--- src/rtl/imad_pkg.sv ---
// Constants, types and helpers for the internal memory address decoder
package imad_pkg;

    // ==========================================================
    // Widths and counts
    localparam int IMAD_NBLK = 4;
    localparam int IMAD_NROM = 2;
    localparam int IMAD_OFS_W = 17;

    typedef logic [31:0] imad_addr_t;

    // ==========================================================
    // Region kinds and address views
    typedef enum logic [2:0]
    {
        IMAD_RG_IDLE = 3'h0,
        IMAD_RG_PERIPH = 3'h1,
        IMAD_RG_ROM = 3'h3,
        IMAD_RG_RSVD = 3'h2,
        IMAD_RG_SRAM = 3'h6
    } imad_region_t;

    typedef enum logic [1:0]
    {
        IMAD_V_LONG = 2'h0,
        IMAD_V_EXT48 = 2'h1,
        IMAD_V_NORM32 = 2'h2,
        IMAD_V_SHORT16 = 2'h3
    } imad_view_t;

    // Word width in bits per view, indexed by imad_view_t
    localparam logic [6:0] IMAD_VIEW_BITS [4] =
        '{7'h40, 7'h30, 7'h20, 7'h10};

    // ==========================================================
    // Address space boundaries
    localparam imad_addr_t IMAD_PERIPH_HI = 32'h0003ffff;
    localparam imad_addr_t IMAD_LONG_LO = 32'h00040000;
    localparam imad_addr_t IMAD_WIDE_LO = 32'h00080000;
    localparam imad_addr_t IMAD_SHORT_LO = 32'h00100000;
    localparam imad_addr_t IMAD_SPACE_HI = 32'h001fffff;

    // SRAM block bounds, [view][block]
    localparam imad_addr_t IMAD_SRAM_LO [4][4] = '{
        '{32'h00049000, 32'h00059000, 32'h00060000, 32'h00070000},
        '{32'h0008c000, 32'h000ac000, 32'h000c0000, 32'h000e0000},
        '{32'h00092000, 32'h000b2000, 32'h000c0000, 32'h000e0000},
        '{32'h00124000, 32'h00164000, 32'h00180000, 32'h001c0000}};
    localparam imad_addr_t IMAD_SRAM_HI [4][4] = '{
        '{32'h0004cfff, 32'h0005cfff, 32'h00061fff, 32'h00071fff},
        '{32'h00091554, 32'h000b1554, 32'h000c2aa9, 32'h000e2aa9},
        '{32'h00099fff, 32'h000b9fff, 32'h000c3fff, 32'h000e3fff},
        '{32'h00133fff, 32'h00173fff, 32'h00187fff, 32'h001c7fff}};

    // Reserved ROM bounds of blocks 0 and 1, [view][block]
    localparam imad_addr_t IMAD_ROM_LO [4][2] = '{
        '{32'h00040000, 32'h00050000},
        '{32'h00080000, 32'h000a0000},
        '{32'h00080000, 32'h000a0000},
        '{32'h00100000, 32'h00140000}};
    localparam imad_addr_t IMAD_ROM_HI [4][2] = '{
        '{32'h00047fff, 32'h00057fff},
        '{32'h0008aaa9, 32'h000aaaa9},
        '{32'h0008ffff, 32'h000affff},
        '{32'h0011ffff, 32'h0015ffff}};

    // ==========================================================
    // Registered answer of one requester, and the decoder state
    typedef struct packed
    {
        logic valid;
        imad_region_t region;
        imad_view_t view;
        logic [6:0] bits;
        logic [3:0] blk_sel;
        logic [IMAD_OFS_W-1:0] offset;
        logic nomem;
    } imad_resp_t;

    typedef struct packed
    {
        imad_resp_t core;
        imad_resp_t io;
        logic [3:0] shared;
    } imad_state_t;

    localparam imad_resp_t IMAD_RESP_RST = '0;
    localparam imad_state_t IMAD_STATE_RST = '0;

    // ==========================================================
    // Helpers
    function automatic logic imad_in_rng(imad_addr_t a, imad_addr_t lo,
        imad_addr_t hi);
        return (a >= lo) && (a <= hi);
    endfunction

    // The 48-bit and 32-bit views share addresses; the ext flag picks
    function automatic imad_view_t imad_view_of(imad_addr_t a, logic ext);
        if (a < IMAD_WIDE_LO)
            return IMAD_V_LONG;
        else if (a < IMAD_SHORT_LO)
            return ext ? IMAD_V_EXT48 : IMAD_V_NORM32;
        else
            return IMAD_V_SHORT16;
    endfunction

endpackage

--- src/rtl/imad_dec_if.sv ---
// Carrier between the address classifier and the offset calculator
`timescale 1ns/1ns
interface imad_dec_if;
    import imad_pkg::*;

    imad_addr_t addr;
    logic ext;
    imad_region_t region;
    imad_view_t view;
    logic [1:0] blk;
    logic [IMAD_OFS_W-1:0] offset;

    modport cls (input addr, input ext, output region, output view,
        output blk);
    modport ofs (input addr, input region, input view, input blk,
        output offset);
    modport top (output addr, output ext, input region, input view,
        input blk, input offset);
endinterface

--- src/rtl/imad_classify.sv ---
// Classifies one address into region kind, view and block
`timescale 1ns/1ns
module imad_classify
(
    imad_dec_if.cls dec // Address in, class out
);
    import imad_pkg::*;

    // ==========================================================
    // Region search; anything unmatched in the map is a hole
    always_comb
    begin
        int vi;
        vi = 0;
        dec.view = IMAD_V_NORM32;
        dec.region = IMAD_RG_RSVD;
        dec.blk = 2'h0;
        if (dec.addr <= IMAD_PERIPH_HI)
        begin
            dec.region = IMAD_RG_PERIPH;
        end
        else if (dec.addr > IMAD_SPACE_HI)
        begin
            dec.view = IMAD_V_SHORT16;
        end
        else
        begin
            dec.view = imad_view_of(dec.addr, dec.ext);
            vi = int'(dec.view);
            for (int b = 0; b < IMAD_NBLK; b++)
            begin
                if (imad_in_rng(dec.addr, IMAD_SRAM_LO[vi][b],
                    IMAD_SRAM_HI[vi][b]))
                begin
                    dec.region = IMAD_RG_SRAM;
                    dec.blk = 2'(b);
                end
            end
            for (int b = 0; b < IMAD_NROM; b++)
            begin
                if (imad_in_rng(dec.addr, IMAD_ROM_LO[vi][b],
                    IMAD_ROM_HI[vi][b]))
                begin
                    dec.region = IMAD_RG_ROM;
                end
            end
        end
    end
endmodule

--- src/rtl/imad_offset.sv ---
// Word offset of an address within its SRAM block
`timescale 1ns/1ns
module imad_offset
(
    imad_dec_if.ofs dec // Class in, offset out
);
    import imad_pkg::*;

    // ==========================================================
    // Offset counts words of the view in use, zero off SRAM
    always_comb
    begin
        imad_addr_t diff;
        diff = dec.addr - IMAD_SRAM_LO[int'(dec.view)][dec.blk];
        dec.offset = '0;
        if (dec.region == IMAD_RG_SRAM)
            dec.offset = diff[IMAD_OFS_W-1:0];
    end
endmodule

--- src/rtl/imad_top.sv ---
// Internal memory address decoder for core and I/O processor requests
`timescale 1ns/1ns

// Contract
// Addresses 0x0 to 0x3FFFF go to the register space, never memory.
// Block 0 ROM ranges in all four views decode as reserved.
// The gap between block 0 ROM and SRAM decodes as reserved.
// Block 0 SRAM ranges in all four views select block 0.
// Space above block 0 SRAM up to block 1 ROM is reserved.
// Block 1 ROM ranges in all four views decode as reserved.
// The gap between block 1 ROM and SRAM decodes as reserved.
// Block 1 SRAM ranges in all four views select block 1.
// Space above block 1 SRAM up to block 2 is reserved.
// Block 2 SRAM ranges in all four views select block 2.
// Space above block 2 SRAM up to block 3 is reserved.
// Block 3 SRAM ranges in all four views select block 3.
// Space above block 3 SRAM to the view's end is reserved.
// Core and I/O requests decode together, each in one cycle.
// Four views: 64, 48, 32 and 16 bit words over one storage.
// Access width follows the view the address falls in.
// Every SRAM word is reachable through each of the four views.
// Answer gives block, view and offset, or a no-memory flag.
module imad_top
(
    input wire logic i_clk, // Core clock
    input wire logic i_srst, // Sync reset, high
    input wire logic i_core_valid, // Core request
    input wire imad_pkg::imad_addr_t i_core_addr, // Core address
    input wire logic i_core_ext48, // Core wants 48-bit view
    input wire logic i_io_valid, // I/O request
    input wire imad_pkg::imad_addr_t i_io_addr, // I/O address
    input wire logic i_io_ext48, // I/O wants 48-bit view
    output logic o_core_valid, // Core answer valid
    output imad_pkg::imad_region_t o_core_region, // Core region
    output imad_pkg::imad_view_t o_core_view, // Core view
    output logic [6:0] o_core_bits, // Core word width
    output logic [3:0] o_core_blk_sel, // Core block, one-hot
    output logic [16:0] o_core_offset, // Core word offset
    output logic o_core_nomem, // Core no memory
    output logic o_io_valid, // I/O answer valid
    output imad_pkg::imad_region_t o_io_region, // I/O region
    output imad_pkg::imad_view_t o_io_view, // I/O view
    output logic [6:0] o_io_bits, // I/O word width
    output logic [3:0] o_io_blk_sel, // I/O block, one-hot
    output logic [16:0] o_io_offset, // I/O word offset
    output logic o_io_nomem, // I/O no memory
    output logic [3:0] o_shared_blk // Blocks hit by both
);
    import imad_pkg::*;

    // ==========================================================
    // Two decode lanes, one per requester
    imad_dec_if core_dec ();
    imad_dec_if io_dec ();

    imad_state_t st_r;
    imad_state_t st_nxt;

    // Each lane has its own classifier so neither waits
    assign core_dec.addr = i_core_addr;
    assign core_dec.ext = i_core_ext48;
    assign io_dec.addr = i_io_addr;
    assign io_dec.ext = i_io_ext48;

    imad_classify u_core_cls
    (
        .dec(core_dec)
    );

    imad_offset u_core_ofs
    (
        .dec(core_dec)
    );

    imad_classify u_io_cls
    (
        .dec(io_dec)
    );

    imad_offset u_io_ofs
    (
        .dec(io_dec)
    );

    // ==========================================================
    // Answer builder, shared by both lanes
    function automatic imad_resp_t mk_resp(logic v, imad_region_t rg,
        imad_view_t vw, logic [1:0] blk, logic [IMAD_OFS_W-1:0] ofs);
        imad_resp_t r;
        r = IMAD_RESP_RST;
        if (v)
        begin
            r.valid = 1'b1;
            r.region = rg;
            r.view = vw;
            r.bits = IMAD_VIEW_BITS[int'(vw)];
            r.nomem = (rg != IMAD_RG_SRAM);
            if (rg == IMAD_RG_SRAM)
            begin
                r.blk_sel = 4'h1 << blk;
                r.offset = ofs;
            end
        end
        return r;
    endfunction

    // ==========================================================
    // Next state: both lanes answer in the cycle after the request
    always_comb
    begin
        st_nxt = st_r;
        st_nxt.core = mk_resp(i_core_valid, core_dec.region,
            core_dec.view, core_dec.blk, core_dec.offset);
        st_nxt.io = mk_resp(i_io_valid, io_dec.region,
            io_dec.view, io_dec.blk, io_dec.offset);
        // Dual-ported blocks: a shared hit is a note, not a stall
        st_nxt.shared = st_nxt.core.blk_sel & st_nxt.io.blk_sel;
    end

    // ==========================================================
    // State register
    always_ff @(posedge i_clk)
    begin
        if (i_srst)
            st_r <= IMAD_STATE_RST;
        else
            st_r <= st_nxt;
    end

    // ==========================================================
    // Outputs straight from the state register
    assign o_core_valid = st_r.core.valid;
    assign o_core_region = st_r.core.region;
    assign o_core_view = st_r.core.view;
    assign o_core_bits = st_r.core.bits;
    assign o_core_blk_sel = st_r.core.blk_sel;
    assign o_core_offset = st_r.core.offset;
    assign o_core_nomem = st_r.core.nomem;
    assign o_io_valid = st_r.io.valid;
    assign o_io_region = st_r.io.region;
    assign o_io_view = st_r.io.view;
    assign o_io_bits = st_r.io.bits;
    assign o_io_blk_sel = st_r.io.blk_sel;
    assign o_io_offset = st_r.io.offset;
    assign o_io_nomem = st_r.io.nomem;
    assign o_shared_blk = st_r.shared;
endmodule

--- config.mk ---
export PLATFORM = sky130hd
export DESIGN_NAME = imad_top
export DESIGN_NICKNAME = d
export VERILOG_FILES = /design/src/rtl/imad_pkg.sv /design/src/rtl/imad_dec_if.sv /design/src/rtl/imad_classify.sv /design/src/rtl/imad_offset.sv /design/src/rtl/imad_top.sv
export SDC_FILE = /design/constraint.sdc
export NUM_CORES = 1
export LEC_CHECK = 0
export BUFFER_PORTS_ARGS = -buffer_cell sky130_fd_sc_hd__buf_2
export CAP_MARGIN = 40
export CORE_MARGIN = 3
export CORE_UTILIZATION = 60
export CTS_CLUSTER_SIZE = 28
export DETAILED_ROUTE_END_ITERATION = 10
export PLACE_DENSITY = 0.88
export SKIP_LAST_GASP = 1
export SYNTH_ARGS = -nofsm -noshare
export SYNTH_HDL_FRONTEND = slang
export SYNTH_SLANG_ARGS = --single-unit
--- constraint.sdc ---
create_clock -name i_clk -period 10.31 [get_ports i_clk]
set_clock_uncertainty 0.15 [all_clocks]
set_input_delay 1.031 -clock i_clk [delete_from_list [all_inputs] [get_ports i_clk]]
set_output_delay 1.031 -clock i_clk [all_outputs]
set_load 0.01 [all_outputs]
==> metrics.md <==
| Metric | Value |
|---|---|
| Status | `completed` |
| Total of max-cap violations | `0` |
| Actual slew at the worst max-slew pin | `0.8779 ns` |
| PwrDens | `86.48 mW/mm²` |
| Synth Area in Adders | `21.02%` |
| Drt pass-1 iters | `7` |
| Yosys reg bits | `64` |
| DRT iter0 DRCs | `670` |
| Max Root-Sink Buffers | `2` |
| Remaining DRCs | `0` |
| Critical Path AT | `7.36 ns` |
| Slew HR | `41.26%` |
| Final setup vio count | `0` |
| Post-DP HPWL | `15.39 mm` |
| Number of synthesized flops with an enable pin | `0` |
| Worst EP required | `10.44 ns` |
| Die Height | `106.0 µm` |
| Worst setup EP type | `register` |
| Initial Utilization | `63.44%` |
| Mux contribution to synthesized area | `0.3336%` |
| Critical Path Start Type | `input pin` |
| Flop pwr share | `41.6%` |
| Switching power | `0.0001725 W` |
| Routed vias/inst | `6.581` |
| CTS tree | `done` |
| Largest cells by area after synthesis | `dfxtp_1, ha_1, a21oi_1` |
| Fmax achieved | `138.4 MHz` |
| Post-Place Worst Slack | `2.859 ns` |
| Setup TNS | `0 ns` |
| Port Buffers | `135` |
| Core area | `0.009459 mm²` |
| WL final | `19.95 mm` |
| Largest net degree at the start of global routing | `19` |
| Final Hold Vio Count | `0` |
| Int Pwr | `0.0004282 W` |
| CP Max Fanout | `17` |
| RSZ-0062 raised after global routing | `false` |
| Cell Area, Synth | `0.006001 mm²` |
| Sequential area share after synthesis | `21.35%` |
| XOR/XNOR share of the synthesized area | `2.481%` |
| Row cnt | `35` |
| Power share of the combinational group | `16.9%` |
| Post-Syn Area per Cell | `8.033 µm²` |
| Total track usage | `34.39%` |
| Post-cts gate resize count | `0` |
| Clock power share | `41.6%` |
| Synth top area share | `21.35%` |
| Wirelength per Cell | `19.83 µm` |
| Cts-stage hold buffer count | `0` |
| Final Max Tran Viols | `0` |
| Worst hold path endpoint | `o_io_offset[1]$_SDFF_PP0_` |
| Die ar. | `0.01124 mm²` |
| Commonest non-fill, non-tap cell in the layout | `buf_2` |
| WHS Path Cells | `2` |
| Ys async rst share | `0%` |
| Io pins | `144` |
| CP Class | `input pin to register` |
| Routed Antenna Nets | `0` |
| Root buf cell | `clkbuf_8` |
| # clock sinks | `64` |
| Maximum vdd ir drop | `0.05347 mV` |
| Hold crit path type | `input pin to register` |
| Cell taking the most area after synthesis | `dfxtp_1` |
| Min-delay src | `i_io_addr[1]` |
| Syn-to-layout area delta | `15.74%` |
| PnR worst setup slack | `3.083 ns` |
| LEAKAGE | `3.274 nW` |
| Ys flop type | `dfxtp_1` |
| Clk slew on worst S/H paths | `0.07 ns` |
| Final hold slack | `0.7793 ns` |
| Most frequent cells in the layout | `buf_2, ha_1, dfxtp_1` |
| Post-Syn Instances | `747` |
| H-tree Lvls | `3` |
| Total CTS buffers | `9` |
| Post-synthesis compound-gate area fraction | `20.68%` |
| Routability Congestion | `0.9926` |
| Sw frac | `28.72%` |
| Fraction of layout cells with a size suffix above 1 | `20.30%` |
| Vias | `6620` |
| Layout Nets | `1041` |
| Post-Synth Simple-Gate Area | `27.73%` |
| Synth cell types | `80` |
| Crit path time final | `7.227 ns` |
| Grt ovf | `0` |
| Tcrit/Tclk final | `70.10%` |
| Largest family of logic cells by synthesized area | `simple AND/OR/NAND/NOR gates` |
| Ant. Diodes | `0` |
| First-pass GRT wire length | `31.48 mm` |
| Vias in the first global route | `6191` |
| Postcts setup bufs | `0` |
| Die W | `106.0 µm` |
| Initial antenna violation count | `0` |
| Synth Warn # | `0` |
## metal layers
layer / vias up / wire (µm) / track usage [%]
met3: 91 / 2266 / 6.497
met2: 489 / 8630 / 54.42
met4: 0 / 774 / 13.41
met1: 3042 / 8276 / 46.31
li1: 2998 / - / -
met5: - / 0 / 0
## critical path, cell delays in order
cell	delay [ns]
buf_2	0.10
nor4_2	0.65
nand3_1	0.33
or2_2	0.38
a21oi_1	0.32
inv_1	0.18
ha_1	0.27
inv_1	0.22
ha_1	0.27
nor4b_2	0.61
nand3_1	0.35
nor3_1	0.46
nand2_1	0.11
a221oi_1	0.72
o41ai_2	0.20
buf_4	0.21
nor2_1	0.67
and4_1	0.29
## state kept, by name, indices dropped and copies added, names as in the netlist
signal,count
o_io_offset,17
o_core_offset,17
o_io_bits,2
o_io_region,3
o_io_blk_sel,4
o_core_valid,1
o_io_valid,1
o_core_bits,2
o_core_nomem,1
o_core_region,3
o_io_nomem,1
o_io_view,2
o_core_blk_sel,4
o_core_view,2
o_shared_blk,4
## worst max path at each step
stage               depth (start not counted)  slack [ns]                            to            start
finish                                     18        3.08  o_core_blk_sel[1]$_SDFF_PP0_  i_core_addr[30]
global route                               18        2.46    o_shared_blk[3]$_SDFF_PP0_  i_core_addr[30]
CTS                                        18        3.18  o_core_blk_sel[1]$_SDFF_PP0_  i_core_addr[30]
detailed placement                         18        2.86  o_core_blk_sel[2]$_SDFF_PP0_  i_core_addr[30]
global placement                           22        2.82    o_io_offset[16]$_SDFF_PP0_    i_io_addr[27]
floorplan                                  23        4.23    o_io_offset[16]$_SDFF_PP0_    i_io_addr[27]
## power by group through the flow
stage	Combinational (W)	Sequential [W]	Clock, W
6_report	0.000101	0.000250	0.000250
4_1_cts	0.0000973	0.000250	0.000248
3_3_place_gp	0.0000931	0.000255	0
2_1_floorplan	0.0000533	0.000257	0
5_1_grt	0.000111	0.000250	0.000260
3_5_place_dp	0.0000953	0.000255	0
## through the flow
stage / instances / total power (W) / utilization, % / cell area [µm²]
floorplan: 754 / 0.0003099 / - / 6027
global placement: 988 / 0.0003485 / 70.82 / 6699
detailed placement: 990 / 0.0003507 / 70.98 / 6714
CTS: 1005 / 0.0005949 / 73.29 / 6933
global route: 1006 / 0.0006202 / 73.43 / 6945
finish: 1006 / 0.0006007 / 73.43 / 6945
## synth_stat cells, types with 11 or more instances
master	n
a21oi_1	46
nor4_1	12
nand3_1	24
and2_1	26
a21o_1	15
nand2_1	46
ha_1	96
nor2b_1	11
o21ai_0	38
clkbuf_1	12
nand4_1	21
dfxtp_1	64
nor3_1	23
inv_1	54
nor2_1	57
## cell type report
type | count | area (µm²)
Multi-Input combinational cell | 605 | 4373
Fill cell | 721 | 2514
Sequential cell | 64 | 1281
Timing Repair Buffer | 138 | 703.2
Inverter | 55 | 207.7
Tap cell | 129 | 161.4
Clock buffer | 10 | 137.6
Clock inverter | 5 | 81.33
## logic make-up (layout without fill, tap and decap cells)
kind of cell | after synthesis | after routing
other | 1 | 8
AO/OA/AOI/OAI | 186 | 186
XOR/XNOR | 17 | 17
multiplexers | 2 | 2
flip-flops | 64 | 64
AND/OR/NAND/NOR | 292 | 292
adder cells (fa/ha/maj) | 100 | 100
buffers and inverters | 85 | 208
Power figures use the tool's default switching activity.
